[src/include/sfb_regs.vh]
`ifndef SFB_REGS_VH
`define SFB_REGS_VH

// register byte offsets
`define SFB_OFS_FFC      8'h00
`define SFB_OFS_BDH      8'h04
`define SFB_OFS_BDL      8'h08
`define SFB_OFS_CTLB     8'h0C
`define SFB_OFS_TXD      8'h10
`define SFB_OFS_RXD      8'h14
`define SFB_OFS_STAT     8'h18

// frame_format_control fields
`define SFB_FFC_POL      0
`define SFB_FFC_CSZ0     1
`define SFB_FFC_CSZ1     2
`define SFB_FFC_STOP     3
`define SFB_FFC_MODE     6

// control_b_register fields
`define SFB_CTLB_DBL     1
`define SFB_CTLB_CSZ2    2

// receive data register: valid flag above the 9 data bits
`define SFB_RXD_VALID    9

// status register fields
`define SFB_STAT_FULL    0
`define SFB_STAT_TXBUSY  1
`define SFB_STAT_RXVAL   2

// reset values
`define SFB_RST_BYTE     8'h00
`define SFB_RST_NIB      4'h0

// prescaler ticks per bit, minus one, and mid-bit sample point
`define SFB_SUB_END_NORM 4'hF
`define SFB_SUB_END_DBL  4'h7
`define SFB_SUB_END_SYNC 4'h1
`define SFB_HALF_NORM    4'h7
`define SFB_HALF_DBL     4'h3
`define SFB_SYNC_SAMPLE  4'h1

// AXI responses
`define SFB_RESP_OKAY    2'b00
`define SFB_RESP_SLVERR  2'b10

`endif

[src/sfb_top.v]
// Decided for this implementation: the address map and the AXI4-Lite interface to the registers.
`timescale 1ns/10ps
`default_nettype none
`include "sfb_regs.vh"

module sfb_top #(
	parameter AW         = 8,
	parameter FIFO_DEPTH = 8
) (
	input  wire          clk_sys,
	input  wire          rst_n,
	input  wire [AW-1:0] s_axi_awaddr,
	input  wire          s_axi_awvalid,
	output reg           s_axi_awready,
	input  wire [31:0]   s_axi_wdata,
	input  wire [3:0]    s_axi_wstrb,
	input  wire          s_axi_wvalid,
	output reg           s_axi_wready,
	output reg  [1:0]    s_axi_bresp,
	output reg           s_axi_bvalid,
	input  wire          s_axi_bready,
	input  wire [AW-1:0] s_axi_araddr,
	input  wire          s_axi_arvalid,
	output reg           s_axi_arready,
	output reg  [31:0]   s_axi_rdata,
	output reg  [1:0]    s_axi_rresp,
	output reg           s_axi_rvalid,
	input  wire          s_axi_rready,
	output reg           tx_line_r,
	output reg           sync_serial_clock_r,
	input  wire          rx_line
);

	// configuration registers
	reg        mode_select_r;
	reg        stop_bit_select_r;
	reg [1:0]  char_size_low_bits_r;
	reg        char_size_top_bit_r;
	reg        sync_clock_polarity_r;
	reg        double_speed_r;
	reg [3:0]  baud_divisor_high_r;
	reg [7:0]  baud_divisor_low_r;

	// prescaler
	reg [11:0] presc_r;
	wire       tick;

	// transmit engine
	reg        tx_busy_r;
	reg [12:0] tx_shift_r;
	reg [3:0]  tx_left_r;
	reg [3:0]  tx_sub_r;

	// receive engine
	reg        rx_s1_r;
	reg        rx_s2_r;
	reg        rx_busy_r;
	reg [3:0]  rx_sub_r;
	reg [3:0]  rx_idx_r;
	reg [8:0]  rx_shift_r;
	reg [8:0]  rx_data_r;
	reg        rx_valid_r;

	// bus side
	reg [31:0] rd_nxt;
	reg        rd_err_nxt;
	wire       wr_go;
	wire       rd_go;
	wire       wr_hit_txd;
	wire       wr_lane0;

	// fifo
	wire       fifo_in_ready;
	wire [8:0] fifo_out_data;
	wire       fifo_out_valid;
	wire       fifo_pop;

	wire [11:0] baud_divisor;
	wire [3:0]  char_bits;
	wire [3:0]  sub_end;
	wire [3:0]  rx_half;
	wire        sync_mode;
	wire        bit_start;
	wire        sync_sample;
	wire        rx_sample;
	wire [8:0]  tx_data_fill;
	wire [8:0]  rx_aligned;

	function [3:0] size_decode;
		input [2:0] code;
		begin
			case (code)
				3'b000: size_decode = 4'h5;
				3'b001: size_decode = 4'h6;
				3'b010: size_decode = 4'h7;
				3'b111: size_decode = 4'h9;
				// reserved codes fall back to eight bits
				default: size_decode = 4'h8;
			endcase
		end
	endfunction

	assign baud_divisor = {baud_divisor_high_r, baud_divisor_low_r};
	assign char_bits    = size_decode({char_size_top_bit_r, char_size_low_bits_r});
	assign sync_mode    = mode_select_r;
	assign sub_end      = sync_mode ? `SFB_SUB_END_SYNC :
		(double_speed_r ? `SFB_SUB_END_DBL : `SFB_SUB_END_NORM);
	assign rx_half      = double_speed_r ? `SFB_HALF_DBL : `SFB_HALF_NORM;

	// register bus slave
	assign wr_go      = s_axi_awvalid && s_axi_wvalid && !s_axi_awready && !s_axi_bvalid &&
		!(s_axi_awaddr == `SFB_OFS_TXD && !fifo_in_ready);
	assign rd_go      = s_axi_arvalid && !s_axi_arready && !s_axi_rvalid;
	assign wr_lane0   = s_axi_wstrb[0];
	// a full fifo stalls the data write until a slot frees up
	assign wr_hit_txd = wr_go && wr_lane0 && (s_axi_awaddr == `SFB_OFS_TXD);

	always @* begin
		rd_nxt     = 32'h0000_0000;
		rd_err_nxt = 1'b0;
		if (s_axi_araddr == `SFB_OFS_FFC) begin
			rd_nxt[`SFB_FFC_MODE] = mode_select_r;
			rd_nxt[`SFB_FFC_STOP] = stop_bit_select_r;
			rd_nxt[`SFB_FFC_CSZ1:`SFB_FFC_CSZ0] = char_size_low_bits_r;
			rd_nxt[`SFB_FFC_POL] = sync_clock_polarity_r;
		end else if (s_axi_araddr == `SFB_OFS_BDH) begin
			rd_nxt[3:0] = baud_divisor_high_r;
		end else if (s_axi_araddr == `SFB_OFS_BDL) begin
			rd_nxt[7:0] = baud_divisor_low_r;
		end else if (s_axi_araddr == `SFB_OFS_CTLB) begin
			rd_nxt[`SFB_CTLB_CSZ2] = char_size_top_bit_r;
			rd_nxt[`SFB_CTLB_DBL]  = double_speed_r;
		end else if (s_axi_araddr == `SFB_OFS_TXD) begin
			rd_nxt = 32'h0000_0000;
		end else if (s_axi_araddr == `SFB_OFS_RXD) begin
			rd_nxt[8:0]            = rx_data_r;
			rd_nxt[`SFB_RXD_VALID] = rx_valid_r;
		end else if (s_axi_araddr == `SFB_OFS_STAT) begin
			rd_nxt[`SFB_STAT_FULL]   = !fifo_in_ready;
			rd_nxt[`SFB_STAT_TXBUSY] = tx_busy_r;
			rd_nxt[`SFB_STAT_RXVAL]  = rx_valid_r;
		end else begin
			rd_err_nxt = 1'b1;
		end
	end

	always @(posedge clk_sys or negedge rst_n) begin
		if (!rst_n) begin
			s_axi_awready <= 1'b0;
			s_axi_wready  <= 1'b0;
			s_axi_bvalid  <= 1'b0;
			s_axi_bresp   <= `SFB_RESP_OKAY;
			s_axi_arready <= 1'b0;
			s_axi_rvalid  <= 1'b0;
			s_axi_rresp   <= `SFB_RESP_OKAY;
			s_axi_rdata   <= 32'h0000_0000;
		end else begin
			s_axi_awready <= wr_go;
			s_axi_wready  <= wr_go;
			if (wr_go) begin
				s_axi_bvalid <= 1'b1;
				s_axi_bresp  <= (s_axi_awaddr > `SFB_OFS_STAT || s_axi_awaddr[1:0] != 2'b00) ?
					`SFB_RESP_SLVERR : `SFB_RESP_OKAY;
			end else if (s_axi_bready) begin
				s_axi_bvalid <= 1'b0;
			end
			s_axi_arready <= rd_go;
			if (rd_go) begin
				s_axi_rvalid <= 1'b1;
				s_axi_rdata  <= rd_nxt;
				s_axi_rresp  <= rd_err_nxt ? `SFB_RESP_SLVERR : `SFB_RESP_OKAY;
			end else if (s_axi_rready) begin
				s_axi_rvalid <= 1'b0;
			end
		end
	end

	// configuration writes; reserved bits are never stored
	always @(posedge clk_sys or negedge rst_n) begin
		if (!rst_n) begin
			mode_select_r         <= 1'b0;
			stop_bit_select_r     <= 1'b0;
			char_size_low_bits_r  <= 2'b00;
			char_size_top_bit_r   <= 1'b0;
			sync_clock_polarity_r <= 1'b0;
			double_speed_r        <= 1'b0;
			baud_divisor_high_r   <= `SFB_RST_NIB;
			baud_divisor_low_r    <= `SFB_RST_BYTE;
		end else if (wr_go && wr_lane0) begin
			if (s_axi_awaddr == `SFB_OFS_FFC) begin
				mode_select_r         <= s_axi_wdata[`SFB_FFC_MODE];
				stop_bit_select_r     <= s_axi_wdata[`SFB_FFC_STOP];
				char_size_low_bits_r  <= s_axi_wdata[`SFB_FFC_CSZ1:`SFB_FFC_CSZ0];
				sync_clock_polarity_r <= s_axi_wdata[`SFB_FFC_POL];
			end else if (s_axi_awaddr == `SFB_OFS_BDH) begin
				baud_divisor_high_r <= s_axi_wdata[3:0];
			end else if (s_axi_awaddr == `SFB_OFS_BDL) begin
				baud_divisor_low_r <= s_axi_wdata[7:0];
			end else if (s_axi_awaddr == `SFB_OFS_CTLB) begin
				char_size_top_bit_r <= s_axi_wdata[`SFB_CTLB_CSZ2];
				double_speed_r      <= s_axi_wdata[`SFB_CTLB_DBL];
			end
		end
	end

	// baud prescaler
	// one tick every divisor+1 clocks; frames in flight see a low-byte write at once, a high-nibble write only from the next tick
	assign tick = (presc_r == 12'h000);

	always @(posedge clk_sys or negedge rst_n) begin
		if (!rst_n) begin
			presc_r <= 12'h000;
		end else if (wr_go && wr_lane0 && s_axi_awaddr == `SFB_OFS_BDL) begin
			presc_r <= {baud_divisor_high_r, s_axi_wdata[7:0]};
		end else if (tick) begin
			presc_r <= baud_divisor;
		end else begin
			presc_r <= presc_r - 1'b1;
		end
	end

	// transmitter
	sfb_fifo #(
		.WIDTH (9),
		.DEPTH (FIFO_DEPTH),
		.AW    (3)
	) u_fifo (
		.clk_sys   (clk_sys),
		.rst_n     (rst_n),
		.in_data   (s_axi_wdata[8:0]),
		.in_valid  (wr_hit_txd),
		.in_ready  (fifo_in_ready),
		.out_data  (fifo_out_data),
		.out_valid (fifo_out_valid),
		.out_ready (fifo_pop)
	);

	assign fifo_pop  = !tx_busy_r && fifo_out_valid;
	assign bit_start = tx_busy_r && tick && (tx_sub_r == 4'h0);
	assign sync_sample = sync_mode && tx_busy_r && tick && (tx_sub_r == `SFB_SYNC_SAMPLE);

	// unused upper data positions become ones and so merge into the stop bits
	genvar gi;
	generate
		for (gi = 0; gi < 9; gi = gi + 1) begin : g_fill
			assign tx_data_fill[gi] = (gi < char_bits) ? fifo_out_data[gi] : 1'b1;
		end
	endgenerate

	always @(posedge clk_sys or negedge rst_n) begin
		if (!rst_n) begin
			tx_busy_r           <= 1'b0;
			tx_shift_r          <= 13'h1FFF;
			tx_left_r           <= 4'h0;
			tx_sub_r            <= 4'h0;
			tx_line_r           <= 1'b1;
			sync_serial_clock_r <= 1'b0;
		end else if (!tx_busy_r) begin
			tx_line_r           <= 1'b1;
			sync_serial_clock_r <= sync_clock_polarity_r;
			if (fifo_out_valid) begin
				tx_busy_r  <= 1'b1;
				tx_shift_r <= {3'b111, tx_data_fill, 1'b0};
				tx_left_r  <= 4'h2 + char_bits + {3'b000, stop_bit_select_r};
				tx_sub_r   <= 4'h0;
			end
		end else if (tick) begin
			tx_sub_r <= (tx_sub_r == sub_end) ? 4'h0 : tx_sub_r + 1'b1;
			// launch edge at bit start, sample edge half a bit later
			if (sync_mode) begin
				sync_serial_clock_r <= ~sync_serial_clock_r;
			end
			if (bit_start) begin
				if (tx_left_r == 4'h0) begin
					tx_busy_r           <= 1'b0;
					tx_line_r           <= 1'b1;
					sync_serial_clock_r <= sync_clock_polarity_r;
				end else begin
					tx_line_r  <= tx_shift_r[0];
					tx_shift_r <= {1'b1, tx_shift_r[12:1]};
					tx_left_r  <= tx_left_r - 1'b1;
				end
			end
		end
	end

	// receiver
	// async samples mid-bit; sync samples on the edge opposite the launch edge
	assign rx_sample = sync_mode ? sync_sample :
		(rx_busy_r && tick && rx_sub_r == rx_half);
	assign rx_aligned = rx_shift_r >> (4'h9 - char_bits);

	always @(posedge clk_sys or negedge rst_n) begin
		if (!rst_n) begin
			rx_s1_r <= 1'b1;
			rx_s2_r <= 1'b1;
		end else begin
			rx_s1_r <= rx_line;
			rx_s2_r <= rx_s1_r;
		end
	end

	always @(posedge clk_sys or negedge rst_n) begin
		if (!rst_n) begin
			rx_busy_r  <= 1'b0;
			rx_sub_r   <= 4'h0;
			rx_idx_r   <= 4'h0;
			rx_shift_r <= 9'h000;
			rx_data_r  <= 9'h000;
			rx_valid_r <= 1'b0;
		end else begin
			if (rd_go && s_axi_araddr == `SFB_OFS_RXD) begin
				rx_valid_r <= 1'b0;
			end
			if (!rx_busy_r) begin
				rx_sub_r <= 4'h0;
				if (sync_mode ? (rx_sample && !rx_s2_r) : !rx_s2_r) begin
					rx_busy_r <= 1'b1;
					rx_idx_r  <= sync_mode ? 4'h1 : 4'h0;
				end
			end else begin
				if (tick) begin
					rx_sub_r <= (rx_sub_r == sub_end) ? 4'h0 : rx_sub_r + 1'b1;
				end
				if (rx_sample) begin
					rx_idx_r <= rx_idx_r + 1'b1;
					if (rx_idx_r == 4'h0 && rx_s2_r) begin
						rx_busy_r <= 1'b0;
					end else if (rx_idx_r != 4'h0 && rx_idx_r <= char_bits) begin
						rx_shift_r <= {rx_s2_r, rx_shift_r[8:1]};
					end else if (rx_idx_r != 4'h0) begin
						// stop bit: a new character wins over a same-cycle read
						rx_busy_r  <= 1'b0;
						rx_data_r  <= rx_aligned;
						rx_valid_r <= 1'b1;
					end
				end
			end
		end
	end

endmodule

`default_nettype wire

[src/sfb_fifo.v]
`timescale 1ns/10ps
`default_nettype none

module sfb_fifo #(
	parameter WIDTH = 9,
	parameter DEPTH = 8,
	parameter AW    = 3
) (
	input  wire             clk_sys,
	input  wire             rst_n,
	input  wire [WIDTH-1:0] in_data,
	input  wire             in_valid,
	output wire             in_ready,
	output reg  [WIDTH-1:0] out_data,
	output reg              out_valid,
	input  wire             out_ready
);

	reg  [WIDTH-1:0] mem [0:DEPTH-1];
	reg  [AW-1:0]    wr_ptr_r;
	reg  [AW-1:0]    rd_ptr_r;
	reg  [AW:0]      cnt_r;
	wire             push;
	wire             load;

	assign in_ready = (cnt_r != DEPTH[AW:0]);
	assign push     = in_valid && in_ready;
	// output slot refills as soon as it is empty or being taken
	assign load     = (cnt_r != {(AW+1){1'b0}}) && (!out_valid || out_ready);

	always @(posedge clk_sys) begin
		if (push) begin
			mem[wr_ptr_r] <= in_data;
		end
	end

	always @(posedge clk_sys or negedge rst_n) begin
		if (!rst_n) begin
			wr_ptr_r  <= {AW{1'b0}};
			rd_ptr_r  <= {AW{1'b0}};
			cnt_r     <= {(AW+1){1'b0}};
			out_data  <= {WIDTH{1'b0}};
			out_valid <= 1'b0;
		end else begin
			if (push) begin
				wr_ptr_r <= (wr_ptr_r == DEPTH[AW-1:0] - 1'b1) ? {AW{1'b0}} : wr_ptr_r + 1'b1;
			end
			if (load) begin
				out_data  <= mem[rd_ptr_r];
				out_valid <= 1'b1;
				rd_ptr_r  <= (rd_ptr_r == DEPTH[AW-1:0] - 1'b1) ? {AW{1'b0}} : rd_ptr_r + 1'b1;
			end else if (out_ready) begin
				out_valid <= 1'b0;
			end
			if (push && !load) begin
				cnt_r <= cnt_r + 1'b1;
			end else if (load && !push) begin
				cnt_r <= cnt_r - 1'b1;
			end
		end
	end

endmodule

`default_nettype wire

[config.mk]
export PLATFORM = sky130hd
export DESIGN_NAME = sfb_top
export DESIGN_NICKNAME = d
export VERILOG_FILES = /design/src/sfb_top.v /design/src/sfb_fifo.v
export VERILOG_INCLUDE_DIRS = /design/src /design/src/include
export SDC_FILE = /design/constraint.sdc
export NUM_CORES = 1
export LEC_CHECK = 0
export BUFFER_PORTS_ARGS = -buffer_cell sky130_fd_sc_hd__buf_4
export CAP_MARGIN = 20
export CORE_MARGIN = 3
export CORE_UTILIZATION = 54
export DETAILED_ROUTE_END_ITERATION = 8
export PLACE_DENSITY = 0.77
export SYNTH_ARGS = -nofsm -noshare
export SYNTH_HDL_FRONTEND = slang
export SYNTH_SLANG_ARGS = --single-unit
[constraint.sdc]
create_clock -name clk_sys -period 2.85 [get_ports clk_sys]
set_clock_uncertainty 0.2 [all_clocks]
set_input_delay 0.285 -clock clk_sys [delete_from_list [all_inputs] [get_ports clk_sys]]
set_output_delay 0.285 -clock clk_sys [all_outputs]
set_load 0.05 [all_outputs]
==> flow_summary.toml <==
[die]
rows = 48
core_um2 = 17400
ios = 103
fp.dieW_um = 140
initial_core_util_pct = 55.4
fp.dieArea_um2 = 19500
die_y_um = 140

[place]
pre_cts_ws_ns = -0.0213
port_buffers = 52
dp_hpwl_um = 13700
place_congestion = 0.896
dpl_cell_area_um2 = 10400

[drt]
drc = 0
ant_nets = 0
wl_per_cell_um = 18.0
viasPerCell = 5.85
routed_wl_um = 20400
drtIter0Drc = 628
dr_total_vias = 6633
drt_first_pass_iters = 6

[yosys]
yosys.area.top_type_share_pct = 27.2
synth_area_leaders = "dfrtp_1, edfxtp_1, mux4_2, dfstp_2, ha_1"
avgSynthCellArea_um2 = 11.8
ys_seq_elements = 190
yosys_warnings = 0
synth_most_common_cell = "dfrtp_1"
synth-edff-count = 72
synth_top_family_by_area = "simple AND/OR/NAND/NOR gates"
synth-xor-area-share_pct = 2.27
syn-instance-count = 816
yosysTopAreaCell = "dfrtp_1"
ys_async_sr_fraction_pct = 62.1
synthAdderAreaFrac_pct = 3.45
synth_area_um2 = 9650
synth_compound_gate_area_share_pct = 10.8
ys_seq_area_share_pct = 53.1
synthMuxAreaShare_pct = 11.6
synthFlopType = "dfrtp_1"
synthSimpleGateAreaFrac_pct = 13.9
yosys-top-cells-count = "dfrtp_1, edfxtp_1, nand2_1"
yosys.cell_types.count = 86

[setup_path]
crit_required_ns = 2.96
reg2reg_slack_ns = 0.16
worstPathMaxFanout = 9
r2r-start = "char_size_low_bits_r[1]$_DFFE_PN0P_"
start_kind = "flip-flop"
path_class = "flip-flop to flip-flop"
r2r_end = "rx_shift_r[1]$_DFFE_PN0P_"
end_kind = "flip-flop"
r2r_cells = 9
cp.arrival_ns = 2.81

[timing]
layout_setup_ws_ns = 0.159
rsz0062_at_grt = "no"
hold_viol_final = 0
worst_pin_slew_ns = 0.724
drv_slew = 0
max_freq_ghz = 0.372
setup_violations = 0
finalCriticalPeriod_ns = 2.69
final.period_utilization_pct = 94.4
slew_headroom_pct = 51.0

[pwr]
p_leak_nw = 4.68
vdd_drop_max_mv = 0.524
power_density_nw_per_um2 = 549

[final_layout]
antenna_cells = 0
multi_input_area_um2 = 4200
final_core_util_pct = 64.0
final_area_um2 = 11200
nFillCells = 1305
drive_gt1_share_pct = 23.9
area_growth_pct = 15.5
layout.nets = 982
regArea_um2 = 5130

[run]
drv_cap = 0

[cts]
cts-buffers-inserted = 17
clock_path_buffers = 2
clkTransAtPathRegs_ns = 0.07
cts_root_buffer = "clkbuf_16"
cts-htree-levels = 4
cts_tree = "yes"
clock_latency_ns = 0.43
cts.sinks = 190

[worst_hold_path]
hold_path.startpoint = "s_axi_araddr[4]"
holdPathEnd = "s_axi_rdata[0]$_DFFE_PN0P_"
holdPathStages = 3
min-delay-path-class = "input port to flip-flop"

[global_route]
first_global_vias = 6403
track_usage_pct = 21.3
grt_max_degree = 119
grt_pass1_wl_um = 33300
antenna_found_initial = 0
overflow = 0

[run_status]
status = "finished, final reports clean"
## cell usage in the layout, fill, tap and decap left out, drive strengths merged, types with 26 or more instances in the layout
cell and n:
mux2 35, inv 35, a21oi 30, nand2 71, edfxtp 72, nor2 48, o21ai 50, dfrtp 105
buf 90, mux2i 26
## kinds of logic after synthesis
family / count (synthesis)
and+or+nand+nor: 242
DFF: 190
buffers and inverters: 93
adders and majority gates: 26
other: 1
xor gates and xnor gates: 25
muxes: 80
AOI/OAI and AO/OA: 159
## final cells by class
cell class                      count  area share (%)
Sequential cell                   190            46.0
Multi-Input combinational cell    556            37.7
Timing Repair Buffer              104            7.54
Clock buffer                       18            3.85
Tap cell                          225            2.52
Clock inverter                     14            1.49
Inverter                           27           0.909
## worst max-delay path: stages (launching register included)
cell	delay [ns]
dfrtp_1	0.53
xor2_1	0.22
nand2b_1	0.12
ha_1	0.29
nor2b_1	0.13
o211ai_1	0.22
a21oi_1	0.14
nor3b_2	0.17
buf_4	0.24
mux2_4	0.31
## stage by stage
step,hold WS (ns),total power [mW],instances,setup TNS (ns)
2_1_floorplan,-0.211,3.57,839,0
4_1_cts,0.0232,6.17,1134,0
3_5_place_dp,0.148,3.77,1088,-0.0213
3_3_place_gp,0.149,3.76,1088,0
6_report,0.0424,6.13,1134,0
5_1_grt,0.0370,6.36,1134,0
## registers in the layout, summed over array words and instances, names as in the netlist, 8 cells and up
signal              flops
tx_shift_r             10
u_fifo.mem             72
rx_shift_r              9
baud_divisor_low_r      8
u_fifo.out_data         9
rx_data_r               9
s_axi_rdata            10
presc_r                12
## power by group
part / total (mW) / internal (mW) / leakage (nW) / switching, mW
combinational: 0.710 / 0.250 / 2.30 / 0.460
clock: 2.39 / 1.26 / 0.291 / 1.13
sequential: 3.03 / 2.93 / 2.09 / 0.0998
total: 6.13 / 4.44 / 4.68 / 1.68
## metal layers
layer	up-vias	global-route usage [%]	wire (µm)
met1	3286	30.6	9200
met4	0	6.27	376
met2	212	33.3	9840
met3	27	4.36	1030
met5	-	0	0
li1	3108	-	-
## timing repair
action | in CTS | in global routing
setup buffers | 0 | 0
hold buffers | 14 | 0
endpoints found under the hold margin | 197 | 0
endpoints found under the setup margin | 0 | 1
resized for setup | 0 | 2
## worst max-delay path by stage
stage | slack, ns | endpoint | startpoint
final | 0.16 | rx_shift_r[1]$_DFFE_PN0P_ | char_size_low_bits_r[1]$_DFFE_PN0P_
after global routing | 0.001 | u_fifo.cnt_r[3]$_DFFE_PN0P_ | s_axi_bvalid$_DFFE_PN0P_
after floorplan | 0.02 | rx_shift_r[0]$_DFFE_PN0P_ | char_size_low_bits_r[0]$_DFFE_PN0P_
after CTS | 0.18 | u_fifo.cnt_r[3]$_DFFE_PN0P_ | s_axi_wready$_DFF_PN0_
after detailed placement | -0.02 | u_fifo.cnt_r[3]$_DFFE_PN0P_ | s_axi_awaddr[0]
after global placement | 0.03 | u_fifo.cnt_r[3]$_DFFE_PN0P_ | s_axi_awaddr[0]
(Power assumes the default switching activity.)
